--- config.mk ---
export PLATFORM = sky130hd
export DESIGN_NAME = dram_ctl
export DESIGN_NICKNAME = d
export VERILOG_FILES = /design/src/dram_ctl_pkg.sv /design/src/cycle_timer.sv /design/src/dram_ctl.sv
export SDC_FILE = /design/constraint.sdc
export NUM_CORES = 1
export LEC_CHECK = 0
export BUFFER_PORTS_ARGS = -buffer_cell sky130_fd_sc_hd__buf_4
export CAP_MARGIN = 20
export CORE_UTILIZATION = 50
export DETAILED_ROUTE_END_ITERATION = 6
export GPL_TIMING_DRIVEN = 0
export PLACE_DENSITY = 0.66
export RECOVER_POWER = 25
export SETUP_SLACK_MARGIN = 0.4
export SLEW_MARGIN = 25
export SYNTH_ARGS = -nofsm -noshare
export SYNTH_HDL_FRONTEND = slang
export SYNTH_SLANG_ARGS = --single-unit
--- constraint.sdc ---
create_clock -name ref_clk_i -period 5 [get_ports ref_clk_i]
set_input_delay 1 -clock ref_clk_i [delete_from_list [all_inputs] [get_ports ref_clk_i]]
set_output_delay 1 -clock ref_clk_i [all_outputs]
set_load 0.01 [all_outputs]
--- src/dram_ctl_pkg.sv ---
// Purpose: constants and types for the 1M x 1 page-mode memory controller
// Assumes: 50 MHz ref_clk_i, one speed grade of timing below
// Notes:   times in ns/us/ms, cycle counts derived from the clock period
// Behaviour
// - Cell address travels over ten shared pins as row then column half.
// - Controller presents row first, then column, each latched by its strobe.
// - Controller holds row stable by row fall, column by column fall.
// - Early write: write strobe before column strobe; data timed to column.
// - Delayed or read-modify-write: write strobe after column; data timed to it.
// - Controller refreshes all 512 rows within every 64 ms.
// - After power-up: strobes high 200 us, then eight refresh cycles.
// - Row-only refresh: row strobe low, column strobe high, output off. Controller never uses it; it refreshes column before row.
package dram_ctl_pkg;
   localparam int CLK_PERIOD_NS   = 20;
   localparam int ADDR_W          = 10;
   localparam int CELL_ADDR_W     = 20;
   localparam int REFRESH_ROWS    = 512;
   localparam int REFRESH_MS      = 64;
   localparam int POWERUP_US      = 200;
   localparam int INIT_CYCLES     = 8;
   localparam int T_RP_NS         = 70;
   localparam int T_RCD_NS        = 25;
   localparam int T_RAH_NS        = 15;
   localparam int T_RAC_NS        = 100;
   localparam int T_CAS_NS        = 25;
   localparam int T_RAS_NS        = 100;
   localparam int T_DH_NS         = 15;
   localparam int T_CSR_NS        = 0;
   localparam int T_CHR_NS        = 15;
   // least times round up
   localparam int RP_CYC   = (T_RP_NS + CLK_PERIOD_NS - 1) / CLK_PERIOD_NS;
   localparam int RCD_CYC  = (T_RCD_NS + CLK_PERIOD_NS - 1) / CLK_PERIOD_NS;
   localparam int RAH_CYC  = (T_RAH_NS + CLK_PERIOD_NS - 1) / CLK_PERIOD_NS;
   localparam int RAC_CYC  = (T_RAC_NS + CLK_PERIOD_NS - 1) / CLK_PERIOD_NS + 1;
   localparam int CAS_CYC  = (T_CAS_NS + CLK_PERIOD_NS - 1) / CLK_PERIOD_NS;
   localparam int RAS_CYC  = (T_RAS_NS + CLK_PERIOD_NS - 1) / CLK_PERIOD_NS;
   localparam int CHR_CYC  = (T_CHR_NS + CLK_PERIOD_NS - 1) / CLK_PERIOD_NS;
   localparam int CSR_CYC  = (T_CSR_NS + CLK_PERIOD_NS - 1) / CLK_PERIOD_NS + 1;
   // longest time rounds down
   localparam int REF_INTERVAL_CYC =
      (REFRESH_MS * 1000000 / CLK_PERIOD_NS) / REFRESH_ROWS;
   localparam int POWERUP_CYC = POWERUP_US * 1000 / CLK_PERIOD_NS;

   typedef enum logic [7:0] {
      ST_POWERUP = 8'h01,
      ST_IDLE    = 8'h02,
      ST_ROW     = 8'h04,
      ST_COL     = 8'h08,
      ST_CAS     = 8'h10,
      ST_PRE     = 8'h20,
      ST_CBR     = 8'h40,
      ST_CBR_RAS = 8'h80
   } ctl_state_t;

   typedef struct packed {
      logic                   write;
      logic                   page;
      logic [CELL_ADDR_W-1:0] addr;
      logic                   wdata;
   } mem_req_t;

   typedef struct packed {
      logic ras_n;
      logic cas_n;
      logic we_n;
      logic [ADDR_W-1:0] multiplexed_address;
      logic din;
   } dram_pins_t;
endpackage

--- src/cycle_timer.sv ---
// Purpose: loadable down counter for strobe phase timing
// Assumes: load has priority over counting
// Notes:   done_o is high while the count is zero
`timescale 1ns/100ps
module cycle_timer #(
   parameter int WIDTH = 8
) (
   input  wire logic             ref_clk_i,
   input  wire logic             rst_i,
   input  wire logic             load_i,
   input  wire logic [WIDTH-1:0] value_i,
   output logic                  done_o
);
   logic [WIDTH-1:0] count_r;

   initial begin
      if (WIDTH < 2) begin
         $error("cycle_timer width too small");
      end
   end

   always_ff @(posedge ref_clk_i or posedge rst_i) begin
      if (rst_i) begin
         count_r <= '0;
      end else if (load_i) begin
         count_r <= value_i;
      end else if (count_r != '0) begin
         count_r <= count_r - 1'b1;
      end
   end

   assign done_o = (count_r == '0);
endmodule

--- src/dram_ctl.sv ---
// Purpose: controller driving a 1M x 1 page-mode memory over its strobes
// Assumes: single 50 MHz clock; one request at a time from user logic
// Notes:   uses early write only, so data pins may share one wire
`timescale 1ns/100ps
module dram_ctl
   import dram_ctl_pkg::*;
#(
   parameter int POWERUP_CYCLES = POWERUP_CYC,
   parameter int REF_CYCLES     = REF_INTERVAL_CYC
) (
   input  wire logic       ref_clk_i,
   input  wire logic       rst_i,
   input  wire mem_req_t   req_i,
   input  wire logic       req_valid_i,
   output logic            req_ready_o,
   output logic            rdata_o,
   output logic            rdata_valid_o,
   output dram_pins_t      pins_o,
   input  wire logic       dout_i
);
   localparam int TW = 24;
   localparam logic [TW-1:0] POWERUP_LD = TW'(POWERUP_CYCLES - 1);
   localparam logic [TW-1:0] REF_LD     = TW'(REF_CYCLES - 1);
   localparam logic [TW-1:0] RP_LD      = TW'(RP_CYC - 1);
   localparam logic [TW-1:0] RAH_LD     = TW'(RAH_CYC - 1);
   localparam logic [TW-1:0] RAC_LD     = TW'(RAC_CYC - 1);
   localparam logic [TW-1:0] RAS_LD     = TW'(RAS_CYC - 1);
   localparam logic [TW-1:0] CSR_LD     = TW'(CSR_CYC - 1);
   localparam logic [3:0]    INIT_LAST  = 4'(INIT_CYCLES);

   initial begin
      if (POWERUP_CYCLES < 2 || REF_CYCLES < 16) begin
         $error("dram_ctl timing parameters too small");
      end
      if (POWERUP_CYCLES >= (1 << TW) || REF_CYCLES >= (1 << TW)) begin
         $error("dram_ctl timer too narrow");
      end
   end

   ctl_state_t state_r;
   dram_pins_t pins_r;
   mem_req_t   cur_r;
   logic       ready_r;
   logic       rdata_r;
   logic       rvalid_r;
   logic [3:0] init_cnt_r;
   logic       ref_due_r;
   logic [TW-1:0] ref_cnt_r;
   logic [TW-1:0] pwr_cnt_r;
   logic       dout_s1_r;
   logic       dout_s2_r;
   logic       tmr_load;
   logic [TW-1:0] tmr_val;
   logic       tmr_done;
   logic       take_req;
   logic       ref_tick;

   cycle_timer #(.WIDTH(TW)) u_timer (
      .ref_clk_i (ref_clk_i),
      .rst_i     (rst_i),
      .load_i    (tmr_load),
      .value_i   (tmr_val),
      .done_o    (tmr_done)
   );

   // data-out is asynchronous to our clock
   always_ff @(posedge ref_clk_i or posedge rst_i) begin
      if (rst_i) begin
         dout_s1_r <= 1'b0;
         dout_s2_r <= 1'b0;
      end else begin
         dout_s1_r <= dout_i;
         dout_s2_r <= dout_s1_r;
      end
   end

   // refresh pacing: one row per interval covers all rows in time
   assign ref_tick = (ref_cnt_r == '0);
   always_ff @(posedge ref_clk_i or posedge rst_i) begin
      if (rst_i) begin
         ref_cnt_r <= '0;
      end else if (ref_tick) begin
         ref_cnt_r <= REF_LD;
      end else begin
         ref_cnt_r <= ref_cnt_r - 1'b1;
      end
   end

   // power-up pause: strobes stay high while this counts down
   always_ff @(posedge ref_clk_i or posedge rst_i) begin
      if (rst_i) begin
         pwr_cnt_r <= POWERUP_LD;
      end else if (state_r == ST_POWERUP && pwr_cnt_r != '0) begin
         pwr_cnt_r <= pwr_cnt_r - 1'b1;
      end
   end

   // set wins over the clear taken when a refresh starts
   always_ff @(posedge ref_clk_i or posedge rst_i) begin
      if (rst_i) begin
         ref_due_r <= 1'b0;
      end else if (ref_tick) begin
         ref_due_r <= 1'b1;
      end else if (state_r == ST_CBR && tmr_done) begin
         ref_due_r <= 1'b0;
      end
   end

   assign take_req = ready_r && req_valid_i;

   // timer loads on each state change except those into ST_IDLE
   always_comb begin
      tmr_load = 1'b0;
      tmr_val  = '0;
      case (state_r)
         ST_IDLE: begin
            if (take_req) begin
               tmr_load = 1'b1;
               tmr_val  = RAH_LD;
            end else if (ref_due_r || init_cnt_r != INIT_LAST) begin
               tmr_load = 1'b1;
               tmr_val  = CSR_LD;
            end
         end
         ST_ROW: begin
            if (tmr_done) begin
               tmr_load = 1'b1;
               tmr_val  = RAC_LD;
            end
         end
         ST_COL: begin
            tmr_load = 1'b1;
            tmr_val  = RAC_LD;
         end
         ST_CAS: begin
            if (tmr_done) begin
               tmr_load = 1'b1;
               tmr_val  = RP_LD;
            end
         end
         ST_CBR: begin
            if (tmr_done) begin
               tmr_load = 1'b1;
               tmr_val  = RAS_LD;
            end
         end
         ST_CBR_RAS: begin
            if (tmr_done) begin
               tmr_load = 1'b1;
               tmr_val  = RP_LD;
            end
         end
         default: begin
            tmr_load = 1'b0;
         end
      endcase
   end

   // main sequencer and pin drive
   always_ff @(posedge ref_clk_i or posedge rst_i) begin
      if (rst_i) begin
         state_r    <= ST_POWERUP;
         pins_r     <= '{ras_n: 1'b1, cas_n: 1'b1, we_n: 1'b1,
                         multiplexed_address: '0, din: 1'b0};
         cur_r      <= '0;
         ready_r    <= 1'b0;
         init_cnt_r <= 4'h0;
      end else begin
         case (state_r)
            ST_POWERUP: begin
               if (pwr_cnt_r == '0) begin
                  state_r <= ST_IDLE;
               end
            end
            ST_IDLE: begin
               // a request seen with ready high is always taken; a due
               // refresh waits for the next idle cycle
               if (take_req) begin
                  ready_r      <= 1'b0;
                  cur_r        <= req_i;
                  pins_r.multiplexed_address <=
                     req_i.addr[CELL_ADDR_W-1:ADDR_W];
                  pins_r.ras_n <= 1'b0;
                  pins_r.we_n  <= ~req_i.write;
                  pins_r.din   <= req_i.wdata;
                  state_r      <= ST_ROW;
               end else if (ref_due_r || init_cnt_r != INIT_LAST) begin
                  ready_r      <= 1'b0;
                  pins_r.cas_n <= 1'b0;
                  pins_r.we_n  <= 1'b1;
                  state_r      <= ST_CBR;
               end else begin
                  ready_r <= 1'b1;
               end
            end
            ST_ROW: begin
               if (tmr_done) begin
                  pins_r.multiplexed_address <=
                     cur_r.addr[ADDR_W-1:0];
                  state_r <= ST_COL;
               end
            end
            ST_COL: begin
               // column fall strobes data for early write
               pins_r.cas_n <= 1'b0;
               state_r      <= ST_CAS;
            end
            ST_CAS: begin
               if (tmr_done) begin
                  pins_r.cas_n <= 1'b1;
                  pins_r.ras_n <= 1'b1;
                  pins_r.we_n  <= 1'b1;
                  state_r      <= ST_PRE;
               end
            end
            ST_PRE: begin
               if (tmr_done) begin
                  state_r <= ST_IDLE;
               end
            end
            ST_CBR: begin
               if (tmr_done) begin
                  pins_r.ras_n <= 1'b0;
                  state_r      <= ST_CBR_RAS;
               end
            end
            ST_CBR_RAS: begin
               if (tmr_done) begin
                  pins_r.ras_n <= 1'b1;
                  pins_r.cas_n <= 1'b1;
                  if (init_cnt_r != INIT_LAST) begin
                     init_cnt_r <= init_cnt_r + 4'h1;
                  end
                  state_r <= ST_PRE;
               end
            end
            default: begin
               state_r <= ST_IDLE;
            end
         endcase
      end
   end

   // read data sampled after the row access time has passed
   always_ff @(posedge ref_clk_i or posedge rst_i) begin
      if (rst_i) begin
         rdata_r  <= 1'b0;
         rvalid_r <= 1'b0;
      end else begin
         rvalid_r <= 1'b0;
         if (state_r == ST_CAS && tmr_done && !cur_r.write) begin
            rdata_r  <= dout_s2_r;
            rvalid_r <= 1'b1;
         end
      end
   end

   assign req_ready_o   = ready_r;
   assign rdata_o       = rdata_r;
   assign rdata_valid_o = rvalid_r;
   assign pins_o        = pins_r;
endmodule

# Word-level counts from Yosys, hierarchy flattened
# Index checks and enable logic that the tools add are counted.
# word_totals
ff_bits	115
inputBits	27
output_inout_bits	17
elab_cells	107
# classes
n_addsub	4
eq_ne	20
mux	37
bitwise_logic	1
reduce_logical	27
# op_table
cell	n
$logic_not 24->1	3
$mux 24	3
$sub 24x1->24 const B	3
$mux 8	7
$pmux 8 s7	1
$reduce_bool 24->1	2
$pmux 10 s2	1
$ne 2x2->1 const B	8
$mux 1	12
$pmux 3 s4	1
$mux 11	1
$mux 10	1
$reduce_and 5->1	2
$mux 3	3
$reduce_and 3->1	3
$eq 8x1->1 const B	1
$eq 8x2->1 const B	1
$eq 8x3->1 const B	1
$eq 8x4->1 const B	1
$eq 8x5->1 const B	1
$eq 8x6->1 const B	1
$eq 8x7->1 const B	1
$eq 8x8->1 const B	1
$pmux 1 s4	2
17 further kinds	28

# Logic depth before layout (Yosys ltp)
# Gate-level depths: netlist of the first run.
# depth
word_depth	6
ltp_mapped	9
mapped_depth_nobuf	8

# Modules after synthesis
# From an unflattened synthesis of the first run, not the netlist that was laid out.
# unflattened
cells_unflattened	603
area_unflattened_um2	6110.9
# by_module_without_submodules
module	instances	cells_each	area_per_inst_um2	seq_area_each_um2
dram_ctl	1	425	4529.3	2292.2
cycle_timer	1	178	1581.5	600.6

# Least setup slack after synthesis of the first run
# No wires, ideal clock.
# synth_timing
path_type	input -> register
from	in req_valid_i
to	reg u_timer.count_r[11]
arrival_time_ns	2.181
path_slack_ns	2.741
cell_stages	6
path_cell_list	and2_0 nor3_1 o21a_1 o21ai_1 buf_2 a21oi_1
# synth_via
elab_chain_len	4
elab_cells_between_ends	5
classes_between	mux (3); reduce/logical (2)
# synth_rtl
element	line	source
from (decl)	dram_ctl.sv:14	input wire logic req_valid_i,
$logic_and 1x1->1 (*)	dram_ctl.sv:109	assign take_req = ready_r && req_valid_i;
$mux 1 (*)	dram_ctl.sv:117	if (take_req) begin
$pmux 1 s3 (*)	dram_ctl.sv:115	case (state_r)
$mux 24 or $reduce_bool 2->1 (tied branches)	--	
to (signal assigned)	cycle_timer.sv:26	count_r <= value_i;
to (signal assigned)	cycle_timer.sv:28	count_r <= count_r - 1'b1;
to (decl)	cycle_timer.sv:14	logic [WIDTH-1:0] count_r;
# Mark *: on every way between the ends. The rest lies on a longest branch, timed or not.
# A chain may end at the register's enable or synchronous reset.

# Final worst setup path of the first run
# layout_timing
from	reg state_r[4]
to	reg pins_r (netlist bit pins_o[4])
# layout_via
elab_chain_len	3
elab_cells_between_ends	7
classes_between	eq/ne (4); mux (1); reduce/logical (2)
# layout_rtl
element	line	source
from (decl)	dram_ctl.sv:40	ctl_state_t state_r;
from (signal assigned)	dram_ctl.sv:162	state_r <= ST_POWERUP;
from (signal assigned)	dram_ctl.sv:172	state_r <= ST_IDLE;
from (signal assigned)	dram_ctl.sv:186	state_r <= ST_ROW;
$eq 8x2->1 or $eq 8x3->1 (tied branches)	dram_ctl.sv:169	case (state_r)
$ne 2x2->1 (no source line) or $reduce_bool 2->1 (tied branches)	--	
$reduce_and 3->1 (no source line)	--	
to (signal assigned)	dram_ctl.sv:163	pins_r <= '{ras_n: 1'b1, cas_n: 1'b1, we_n: 1'b1,
to (decl)	dram_ctl.sv:41	dram_pins_t pins_r;
# Several ways; a longest one is shown, not always the timed one.

==> results of run 1 <==
layout by cell type (no fill, tap or decap), drive strengths merged, types with 4 or more instances in the layout:
master / instances
nor2: 70
clkbuf: 40
nand3b: 7
o2111ai: 7
o21ai: 16
inv: 14
ha: 8
nand4: 13
nand3: 26
clkinv: 4
dfstp: 12
or4: 10
nand4b: 8
nand2: 67
nor3: 25
buf: 46
nor4: 14
xnor2: 27
o31ai: 6
or3: 9
nor2b: 8
a21oi: 28
xor2: 34
o211ai: 5
dfrtp: 103
and3: 13
and2: 5
sequential cells by signal (all words and copies together) (netlist names):
| register | count |
|---|---|
| cur_r | 11 |
| dout_s1_r | 1 |
| dout_s2_r | 1 |
| init_cnt_r | 4 |
| pins_o | 14 |
| pwr_cnt_r | 24 |
| rdata_o | 1 |
| rdata_valid_o | 1 |
| ref_cnt_r | 24 |
| ref_due_r | 1 |
| req_ready_o | 1 |
| state_r | 8 |
| u_timer.count_r | 24 |
layout make-up:
type,instances,area [um2]
fill,935,4140
sequential,115,2890
multi-input combinational,436,2700
clock buffer,23,498
timing repair buffer,43,343
tap,140,175
clock inverter,9,125
buffer,20,103
inverter,15,57.6
worst max-delay path by stage:
stage                          end  cells past startpoint  slack, ps
2_1_floorplan            cur_r[10]                      1        980
3_3_place_gp         pwr_cnt_r[17]                      2       -400
3_5_place_dp   u_timer.count_r[11]                      7       2190
4_1_cts                  pins_o[4]                      6       2390
5_1_grt                  pins_o[2]                      6       2180
6_report                 pins_o[4]                      6       2390
critical path: cells and delay by family (launching register included):
family | cells | cell delay (ps)
DFF | 1 | 360
buffers and inverters | 2 | 630
and+or+nand+nor | 2 | 970
AOI/OAI and AO/OA | 2 | 500
layer usage:
metal | GRT usage [%] | routed length, um | up-vias
met2 | 34.2 | 5680 | 123
li1 | - | - | 2192
met3 | 7.53 | 635 | 12
met1 | 32.0 | 5930 | 2231
met5 | 0 | 0 | -
met4 | 9.14 | 122 | 0
cells by family after synthesis:
family / after synthesis / synth area share (%)
AO/OA/AOI/OAI: 75 / 8.64
XOR/XNOR: 61 / 9.29
adder cells (fa/ha/maj): 8 / 1.74
buffers and inverters: 35 / 2.76
flip-flops: 115 / 50.3
multiplexers: 2 / 0.392
AND/OR/NAND/NOR: 290 / 26.9
power groups by stage:
stage | Clock (mW) | Sequential, mW | Combinational (mW)
after detailed placement | 0 | 1.18 | 0.859
after CTS | 1.28 | 1.16 | 0.863
after global placement | 0 | 1.17 | 0.833
final | 1.25 | 1.17 | 0.871
after global routing | 1.32 | 1.18 | 0.976
after floorplan | 0 | 1.16 | 0.641
==> results by group, run 1 <==
Status
  – Violated checks: max-capacitance violations, max-slew violations
  – Result of the run: finished with violations

Floorplanning
  – Chip Height: 109 um
  – Number of primary I/O pins: 44
  – Count of standard-cell rows: 38
  – Starting utilization of the core area: 52.1%
  – Total die area: 11900 um2
  – Floorplan die width: 109 um
  – Area of the placeable core: 11000 um2

Clock tree
  – Depth of the CTS H-tree: 4
  – Number of sinks on the clock net: 115
  – CTS tree: built
  – Count of cells resized by post-cts repair: 0
  – Maximum clock path buffer count: 2
  – Master cell of the clock root buffer: sky130_fd_sc_hd__clkbuf_16
  – Register clock-pin slew on the reported worst setup and hold paths: 50 ps
  – Clock buffers created by TritonCTS: 17
  – # hold bufs at CTS: 0
  – Count of buffers added by post-CTS timing repair for setup: 0
  – Clock network latency to the later pin of the worst-skew pair: 410 ps

Logic synthesis
  – Most frequent cell after synthesis: sky130_fd_sc_hd__dfrtp_1
  – Cell types occupying the most area after synthesis: sky130_fd_sc_hd__dfrtp_1 (45%), sky130_fd_sc_hd__dfstp_2 (5.5%), sky130_fd_sc_hd__xor2_1 (5.2%)
  – Biggest area consumer among synthesized cells: sky130_fd_sc_hd__dfrtp_1
  – Post-Synthesis Cells: 586
  – Most common library cells after synthesis: sky130_fd_sc_hd__dfrtp_1 (103), sky130_fd_sc_hd__nor2_1 (70), sky130_fd_sc_hd__nand2_1 (67)
  – Share of synthesized area occupied by flip-flops and latches: 50.3%
  – Most instantiated flip-flop cell in the synthesis netlist: sky130_fd_sc_hd__dfrtp_1
  – Count of state elements after synthesis: 115
  – Fraction of registers with async set/reset: 100%
  – Mean Syn Cell Area: 9.81 um2
  – Syn nets: 621
  – Top-area cell type share of the netlist area: 44.8%
  – Count of flip-flops with a built-in enable after synthesis: 0
  – Number of warnings printed during yosys synthesis: 0
  – Distinct cell type count of the synthesized netlist: 57
  – Cell area after synthesis: 5750 um2

Detailed routing
  – Final wirelength: 12400 um
  – DRT iter0 DRCs: 357
  – DRC violations left: 0
  – Mean routed wirelength per cell: 15.4 um
  – Residual antenna-violating net count after detailed routing: 0
  – Pre-antenna DRT Iters: 5
  – Vias: 4558
  – Number of vias per cell: 5.69

Global routing
  – First-pass GRT wire length: 21200 um
  – Antenna violations before repair: 0
  – Remaining global-route overflow: 0
  – Pin count of the biggest net entering global routing: 69
  – Vias in the first global route: 4412
  – GRT Util Overall: 23.3%

Setup path
  – Type of the worst setup path: reg2reg
  – R2r setup slk: 2390 ps
  – Cell with the largest stage delay on the worst path: sky130_fd_sc_hd__nor4_2
  – Maximum fanout encountered on the critical timing path: 10
  – Critical path origin: state_r[4]
  – Worst r2r dst: pins_o[4]
  – Most frequent cell on the critical path: sky130_fd_sc_hd__clkbuf_1
  – Logic depth of the worst register-to-register path: 6
  – Required time at the endpoint of the critical path: 5270 ps
  – Critical R2R Launch: state_r[4]
  – Worst path arrival time: 2880 ps
  – Cell Chain, Critical Path: clkbuf_1 -> nor4_2 -> nand3_1 -> o31ai_1 -> clkbuf_1 -> a21oi_1
  – Nature of the critical path startpoint: flop
  – Stage delay of the slowest cell on the critical path: 640 ps
  – Endpoint type of the worst setup path: flop

Power and ir drop
  – Worst ir drop on vdd: 0.000361 V
  – Power Internal: 2.21 mW
  – Clock share of power: 38.1%
  – Switching Share: 32.8%
  – Tot Pwr: 3.29 mW
  – Leakage Power: 3.19 nW
  – Net Switching: 1.08 mW
  – Sequential cell fraction of total power: 35.4%
  – Power per unit of standard cell area: 478 nW/um2
  – Combinational group share of total power: 26.5%

Timing
  – RSZ-0062 raised after global routing: false
  – Setup WS post-layout: 2390 ps
  – Clock period minus final worst setup slack: 2610 ps
  – Peak clock frequency supported by timing: 382 MHz
  – Part of the cycle the worst path needs: 52.3%
  – Worst setup skew after layout: 8.97 ps
  – Final setup violation count: 0
  – Hold WS: 347 ps
  – Transition at the pin with the smallest max-transition slack: 2200 ps
  – Number of hold violations in the final report: 0
  – Slew margin rel.: -47.8%
  – Max-slew violations: 48
  – Sum of negative setup slack: 0 ps

Cells and area
  – Number of diodes added for antenna fixing: 0
  – Design Area, Final: 6890 um2
  – Fraction of layout cells with a size suffix above 1: 16.2%
  – Final instance count without filler cells: 801
  – Net count of the finished layout: 683
  – Layout overhead on the synthesized area: 19.9%
  – Final core utilization: 62.5%

Placed design
  – Number of cells in the design after placement: 769
  – Count of input and output buffers: 42
  – Worst slack, placed: 2190 ps
  – Final HPWL DP: 8250 um
  – GP Congestion: 0.894
  – Placed inst area: 6270 um2

Worst hold path
  – Worst hold path cell count: 0
  – Worst hold endpoint: dout_s2_r
  – Worst min-delay path startpoint: dout_s1_r
  – Type of the worst min-delay path: reg2reg

Flow run
  – Max-cap violations: 1
No activity file was read; power rests on OpenSTA's default activity.
==> run 2, diff against run 1 <==
--- a/config.mk
+++ b/config.mk
@@ -5,6 +5,7 @@
 export SDC_FILE = /design/constraint.sdc
 export NUM_CORES = 1
 export LEC_CHECK = 0
+export ABC_AREA = 1
 export BUFFER_PORTS_ARGS = -buffer_cell sky130_fd_sc_hd__buf_4
 export CAP_MARGIN = 20
 export CORE_UTILIZATION = 50
==> constraint.sdc (replaced) <==
create_clock -name ref_clk_i -period 2.7 [get_ports ref_clk_i]
set_input_delay 0.54 -clock ref_clk_i [delete_from_list [all_inputs] [get_ports ref_clk_i]]
set_output_delay 0.54 -clock ref_clk_i [all_outputs]
set_load 0.01 [all_outputs]
==> run 2 against run 1 <==
  * The flow now finishes without violations
  * Flip-flop and latch count is the same
  * Die area is 12% higher
  * Clock-buffer cell count is 4 higher
  * Combinational power is 150% higher
  * Sequential share of layout area shrank 4.1 points
  * Routed wire length increased by 12%
==> results by group, run 2 <==
Setup path
  – Cell with the largest stage delay on the worst path: sky130_fd_sc_hd__dfrtp_1
  – Cell Chain, Critical Path: inv_1 -> ha_1 -> inv_1 -> nor2_1 -> nand2_1 -> nor2_4 -> nand2_4 -> nor2_8 -> nand2_4 -> a21oi_2 -> buf_6 -> o21ai_2
  – Endpoint type of the worst setup path: flop
  – Top Family by Delay on Critical Path: simple AND/OR/NAND/NOR gates
  – Required time at the endpoint of the critical path: 2990 ps
  – Worst path bufs/invs: 3
  – Type of the worst setup path: reg2reg
  – Stage delay of the slowest cell on the critical path: 380 ps
  – Nature of the critical path startpoint: flop
  – Maximum fanout encountered on the critical timing path: 10
  – Worst path arrival time: 2260 ps

Logic synthesis
  – Most frequent cell after synthesis: sky130_fd_sc_hd__nor2_1
  – Number of warnings printed during yosys synthesis: 0
  – Count of state elements after synthesis: 115
  – Syn nets: 862
  – Post-Synthesis Cells: 827
  – Top-area cell type share of the netlist area: 40.0%
  – Share of synthesized area occupied by flip-flops and latches: 44.9%
  – Mean Syn Cell Area: 7.78 um2
  – Most common library cells after synthesis: sky130_fd_sc_hd__nor2_1 (157), sky130_fd_sc_hd__nand2_1 (155), sky130_fd_sc_hd__inv_1 (107)
  – Cell area after synthesis: 6440 um2
  – Fraction of registers with async set/reset: 100%
  – Biggest area consumer among synthesized cells: sky130_fd_sc_hd__dfrtp_1
  – Most instantiated flip-flop cell in the synthesis netlist: sky130_fd_sc_hd__dfrtp_1
  – Distinct cell type count of the synthesized netlist: 40
  – Count of flip-flops with a built-in enable after synthesis: 0
  – Cell types occupying the most area after synthesis: sky130_fd_sc_hd__dfrtp_1 (40%), sky130_fd_sc_hd__nor2_1 (9.2%), sky130_fd_sc_hd__nand2_1 (9.0%)

Clock tree
  – Master cell of the clock root buffer: sky130_fd_sc_hd__clkbuf_16
  – Clock buffers created by TritonCTS: 17
  – Maximum clock path buffer count: 2
  – Depth of the CTS H-tree: 4
  – Clock network latency to the later pin of the worst-skew pair: 410 ps
  – CTS tree: built
  – Count of buffers added by post-CTS timing repair for setup: 0
  – Number of sinks on the clock net: 115
  – Register clock-pin slew on the reported worst setup and hold paths: 50 ps
  – Count of cells resized by post-cts repair: 0
  – # hold bufs at CTS: 0

Cells and area
  – Number of diodes added for antenna fixing: 0
  – Final core utilization: 60.7%
  – Layout overhead on the synthesized area: 18.6%
  – Final instance count without filler cells: 1078
  – Largest registers: pwr_cnt_r x24, ref_cnt_r x24, u_timer.count_r x24
  – Most common cell after layout, fill and taps aside: sky130_fd_sc_hd__nor2_1
  – Net count of the finished layout: 928
  – Fraction of layout cells with a size suffix above 1: 16.6%
  – Top library cells by usage in the layout, fill and taps aside: sky130_fd_sc_hd__nor2_1 (157), sky130_fd_sc_hd__nand2_1 (155), sky130_fd_sc_hd__inv_1 (106)
  – Design Area, Final: 7630 um2

Power and ir drop
  – Leakage Power: 3.98 nW
  – Switching Share: 36.8%
  – Sequential cell fraction of total power: 33.4%
  – Worst ir drop on vdd: 0.000432 V
  – Power Internal: 3.96 mW
  – Clock share of power: 32.4%
  – Power per unit of standard cell area: 821 nW/um2
  – Net Switching: 2.31 mW
  – Combinational group share of total power: 34.1%

Floorplanning
  – Chip Height: 115 um
  – Number of primary I/O pins: 44
  – Count of standard-cell rows: 41
  – Area of the placeable core: 12600 um2
  – Starting utilization of the core area: 51.2%
  – Total die area: 13300 um2
  – Floorplan die width: 115 um

Placed design
  – Final HPWL DP: 10400 um
  – Number of cells in the design after placement: 1046
  – GP Congestion: 0.917
  – Placed inst area: 7090 um2
  – Count of input and output buffers: 42

Global routing
  – Antenna violations before repair: 0
  – First-pass GRT wire length: 24100 um
  – Vias in the first global route: 5230
  – GRT Util Overall: 23.2%
  – Remaining global-route overflow: 0
  – Pin count of the biggest net entering global routing: 25

Detailed routing
  – Vias: 5410
  – Number of vias per cell: 5.02
  – Final wirelength: 13900 um
  – Mean routed wirelength per cell: 12.8 um
  – Pre-antenna DRT Iters: 5
  – DRC violations left: 0
  – DRT iter0 DRCs: 385
  – Residual antenna-violating net count after detailed routing: 0

Timing
  – Number of hold violations in the final report: 0
  – Peak clock frequency supported by timing: 508 MHz
  – Transition at the pin with the smallest max-transition slack: 793 ps
  – Slew margin rel.: 46.9%
  – Clock period minus final worst setup slack: 1970 ps
  – Sum of negative setup slack: 0 ps
  – Part of the cycle the worst path needs: 73.0%
  – Max-slew violations: 0
  – Final setup violation count: 0
  – Worst setup skew after layout: 9.08 ps
  – RSZ-0062 raised after global routing: false

Status
  – Result of the run: complete, no violations

Worst hold path
  – Type of the worst min-delay path: in2async

Flow run
  – Max-cap violations: 0
[run 2: cell count changes after synthesis, moves of 10 or more]
cell                       before  now
sky130_fd_sc_hd__xor2_1        34   46
sky130_fd_sc_hd__xnor2_1       27    7
sky130_fd_sc_hd__nand2_1       67  155
sky130_fd_sc_hd__o21ai_2        0   10
sky130_fd_sc_hd__clkbuf_1      15    4
sky130_fd_sc_hd__o21ai_0       15   36
sky130_fd_sc_hd__nand3_1       26   56
sky130_fd_sc_hd__inv_1         15  107
sky130_fd_sc_hd__and3_1        13    1
sky130_fd_sc_hd__nor2_1        70  157
[run 2: cell families after synthesis]
family / Yosys count / synth area share (%)
adders and majority gates: 8 / 1.56
muxes: 1 / 0.175
buffers and inverters: 124 / 7.74
DFF: 115 / 44.9
and+or+nand+nor: 446 / 31.2
AOI/OAI and AO/OA: 80 / 7.13
xor gates and xnor gates: 53 / 7.21
[run 2: metal layers]
| metal | vias up | GRT usage (%) | wire, um |
|---|---|---|---|
| li1 | 2740 | - | - |
| met1 | 2563 | 30.8 | 6530 |
| met2 | 92 | 37.4 | 6640 |
| met3 | 15 | 5.65 | 526 |
| met4 | 0 | 7.53 | 148 |
| met5 | - | 0 | 0 |
[run 2: stage by stage]
step | power [mW] | hold slack, ps | setup WS [ps]
2_1_floorplan | 3.78 | 331 | 770
3_3_place_gp | 4.18 | 335 | 42.2
3_5_place_dp | 4.25 | 348 | 739
4_1_cts | 6.31 | 129 | 719
5_1_grt | 6.72 | 240 | 530
6_report | 6.26 | 240 | 730
[run 2: worst paths after layout]
kind	start	end	slack (ps)	cells past startpoint
setup / recovery	u_timer.count_r[0]	pins_o[4]	730	12
hold / removal	rst_i	u_timer.count_r[17]	240	2
setup reg to reg	u_timer.count_r[0]	pins_o[4]	730	12
hold reg to reg	dout_s1_r	dout_s2_r	360	0
max in group asynchronous	rst_i	pins_o[11]	1120	7
min in group ref_clk_i	dout_i	dout_s1_r	260	1
[run 2: area by class of cell]
type | instances | area (um2)
Multi-Input combinational cell | 588 | 3050
Timing Repair Buffer | 47 | 438
Tap cell | 172 | 215
Fill cell | 1120 | 4940
Inverter | 110 | 414
Buffer | 14 | 85.1
Clock inverter | 5 | 27.5
Clock buffer | 27 | 513
Sequential cell | 115 | 2890
[run 2: power groups by stage]
stage	Clock (mW)	Sequential [mW]	Combinational, mW
3_3_place_gp	0	2.11	2.07
2_1_floorplan	0	2.09	1.69
5_1_grt	2.16	2.12	2.44
6_report	2.03	2.09	2.14
3_5_place_dp	0	2.12	2.14
4_1_cts	2.07	2.09	2.14
==> run 3, diff against run 2 <==
==> constraint.sdc (replaced) <==
create_clock -name ref_clk_i -period 2 [get_ports ref_clk_i]
set_input_delay 0.4 -clock ref_clk_i [delete_from_list [all_inputs] [get_ports ref_clk_i]]
set_output_delay 0.4 -clock ref_clk_i [all_outputs]
set_load 0.01 [all_outputs]
==> run 3 against run 2 <==
  * Die area stayed put
  * Largest power group unchanged
  * Final cell count up 5.8%
  * Largest cell class unchanged
  * Clock-buffer cell count decreased by 6
==> results by group, run 3 (same netlist as run 2, synthesis figures left out) <==
Global routing
  – GRT Util Overall: 24.5%
  – Remaining global-route overflow: 0
  – Antenna violations before repair: 0
  – Pin count of the biggest net entering global routing: 32
  – First-pass GRT wire length: 25400 um
  – Vias in the first global route: 5501

Setup path
  – Required time at the endpoint of the critical path: 2300 ps
  – Type of the worst setup path: reg2reg
  – R2r setup slk: 90 ps
  – Critical path endpoint: u_timer.count_r[1]
  – Maximum fanout encountered on the critical timing path: 3
  – Worst path arrival time: 2210 ps
  – Nature of the critical path startpoint: flop
  – Endpoint type of the worst setup path: flop
  – Worst r2r dst: u_timer.count_r[1]
  – Critical path origin: u_timer.count_r[1]
  – Logic depth of the worst register-to-register path: 14
  – Critical R2R Launch: u_timer.count_r[1]

Power and ir drop
  – Net Switching: 3.90 mW
  – Power Internal: 6.33 mW
  – Sequential cell fraction of total power: 28.1%
  – Worst ir drop on vdd: 0.000665 V
  – Power per unit of standard cell area: 1130 nW/um2
  – Tot Pwr: 10.2 mW
  – Leakage Power: 4.46 nW
  – Switching Share: 38.1%
  – Clock share of power: 29.6%
  – Combinational group share of total power: 42.2%

Cells and area
  – Most common cell after layout, fill and taps aside: sky130_fd_sc_hd__nand2_1
  – Layout overhead on the synthesized area: 40.0%
  – Net count of the finished layout: 991
  – Fraction of layout cells with a size suffix above 1: 36.2%
  – Top library cells by usage in the layout, fill and taps aside: sky130_fd_sc_hd__nand2_1 (131), sky130_fd_sc_hd__nor2_1 (106), sky130_fd_sc_hd__dfrtp_1 (101)
  – Final instance count without filler cells: 1141
  – Number of diodes added for antenna fixing: 0
  – Largest registers: pwr_cnt_r x24, ref_cnt_r x24, u_timer.count_r x24
  – Design Area, Final: 9010 um2

Status
  – Result of the run: complete, no violations

Detailed routing
  – Final wirelength: 16900 um
  – Residual antenna-violating net count after detailed routing: 0
  – DRT iter0 DRCs: 357
  – Pre-antenna DRT Iters: 5
  – Routed met1 length: 7200 um
  – Mean routed wirelength per cell: 14.9 um
  – Vias: 5936
  – Number of vias per cell: 5.20
  – Highest metal layer used by the detailed router: met4
  – DRC violations left: 0
  – Met2 routed wirelength: 8530 um
  – WL met3: 796 um

Clock tree
  – Number of sinks on the clock net: 115
  – Register clock-pin slew on the reported worst setup and hold paths: 50 ps
  – Master cell of the clock root buffer: sky130_fd_sc_hd__clkbuf_16
  – Depth of the CTS H-tree: 4
  – # hold bufs at CTS: 0
  – CTS tree: built
  – Clock network latency to the later pin of the worst-skew pair: 420 ps
  – Maximum clock path buffer count: 2
  – Clock buffers created by TritonCTS: 17

Timing
  – Max-slew violations: 0
  – Slew margin rel.: 13.1%
  – Setup WS post-layout: 90.6 ps
  – Transition at the pin with the smallest max-transition slack: 1300 ps
  – Worst setup skew after layout: 6.01 ps
  – Peak clock frequency supported by timing: 524 MHz
  – Number of hold violations in the final report: 0
  – Clock period minus final worst setup slack: 1910 ps
  – RSZ-0062 raised after global routing: true
  – Part of the cycle the worst path needs: 95.5%
  – Final setup violation count: 0

Placed design
  – Number of cells in the design after placement: 1044
  – Count of input and output buffers: 42
  – Placed inst area: 7090 um2
  – GP Congestion: 0.886
  – Final HPWL DP: 10400 um
  – Worst slack, placed: 86.5 ps

Floorplanning
  – Number of primary I/O pins: 44
  – Area of the placeable core: 12600 um2
  – Floorplan die width: 115 um
  – Total die area: 13300 um2
  – Count of standard-cell rows: 41
  – Chip Height: 115 um
  – Starting utilization of the core area: 51.2%

Worst hold path
  – Type of the worst min-delay path: in2reg

Flow run
  – Max-cap violations: 0
## run 3: cell count changes in the layout (fill, tap and decap cells not counted), sizes merged
cell / delta
inv: -1
clkinv: +3
clkbuf: -6
buf: +61
nand3: +1
bufinv: +3
nand2: +1
clkinvlp: +1
## run 3: routing by layer
metal,track usage [%],vias to the layer above
li1,-,2870
met1,30.7,2865
met2,41.2,160
met3,5.91,41
met4,8.83,0
met5,0,-
## run 3: how the worst min path moves through the flow
stage / start / end / depth (start not counted)
after global routing: dout_i / dout_s1_r / 1
final: dout_i / dout_s1_r / 1
after CTS: dout_i / dout_s1_r / 1
after global placement: dout_s1_r / dout_s2_r / 0
after floorplan: dout_s1_r / dout_s2_r / 0
after detailed placement: dout_s1_r / dout_s2_r / 0
## run 3: power by group through the flow
stage | logic (mW) | registers (mW) | clock network (mW)
after floorplan | 2.38 | 2.83 | 0
after global placement | 2.88 | 2.87 | 0
after detailed placement | 2.94 | 2.87 | 0
final | 4.32 | 2.88 | 3.03
after CTS | 3.68 | 2.85 | 3.07
after global routing | 4.66 | 2.90 | 3.18
## run 3: final cells by class
type                            instances  area [um2]
Multi-Input combinational cell        590        3810
Fill cell                             933        3550
Sequential cell                       115        2900
Timing Repair Buffer                  108         932
Clock buffer                           21         450
Inverter                              110         432
Tap cell                              172         215
Buffer                                 14         143
Clock inverter                         11         135
## run 3: repair_timing
item                                    CTS  global route
endpoints found under the setup margin  104           108
buffers inserted                         26            32
gates cloned                              4             3
pin swaps                                21            49
gates resized for setup                  88           139
## run 3: critical path, stage by stage (launching register included)
cell and delay [ps]:
sky130_fd_sc_hd__dfrtp_1 390, sky130_fd_sc_hd__inv_2 100, sky130_fd_sc_hd__ha_4 140, sky130_fd_sc_hd__inv_2 40
sky130_fd_sc_hd__nor2_4 120, sky130_fd_sc_hd__buf_4 120, sky130_fd_sc_hd__buf_4 90, sky130_fd_sc_hd__buf_4 100
sky130_fd_sc_hd__nand2_4 50, sky130_fd_sc_hd__nor2_4 110, sky130_fd_sc_hd__nand4_1 200, sky130_fd_sc_hd__inv_2 150
sky130_fd_sc_hd__nand2_1 60, sky130_fd_sc_hd__nand3_1 70, sky130_fd_sc_hd__a21oi_1 70
## run 3: stage by stage
stage	TNS, ps	hold WS, ps	utilization (%)
after floorplan	0	331	-
after global placement	-56400	337	55.9
after detailed placement	0	358	56.4
after CTS	0	75.8	65.9
after global routing	0	102	71.7
final	0	110	71.7
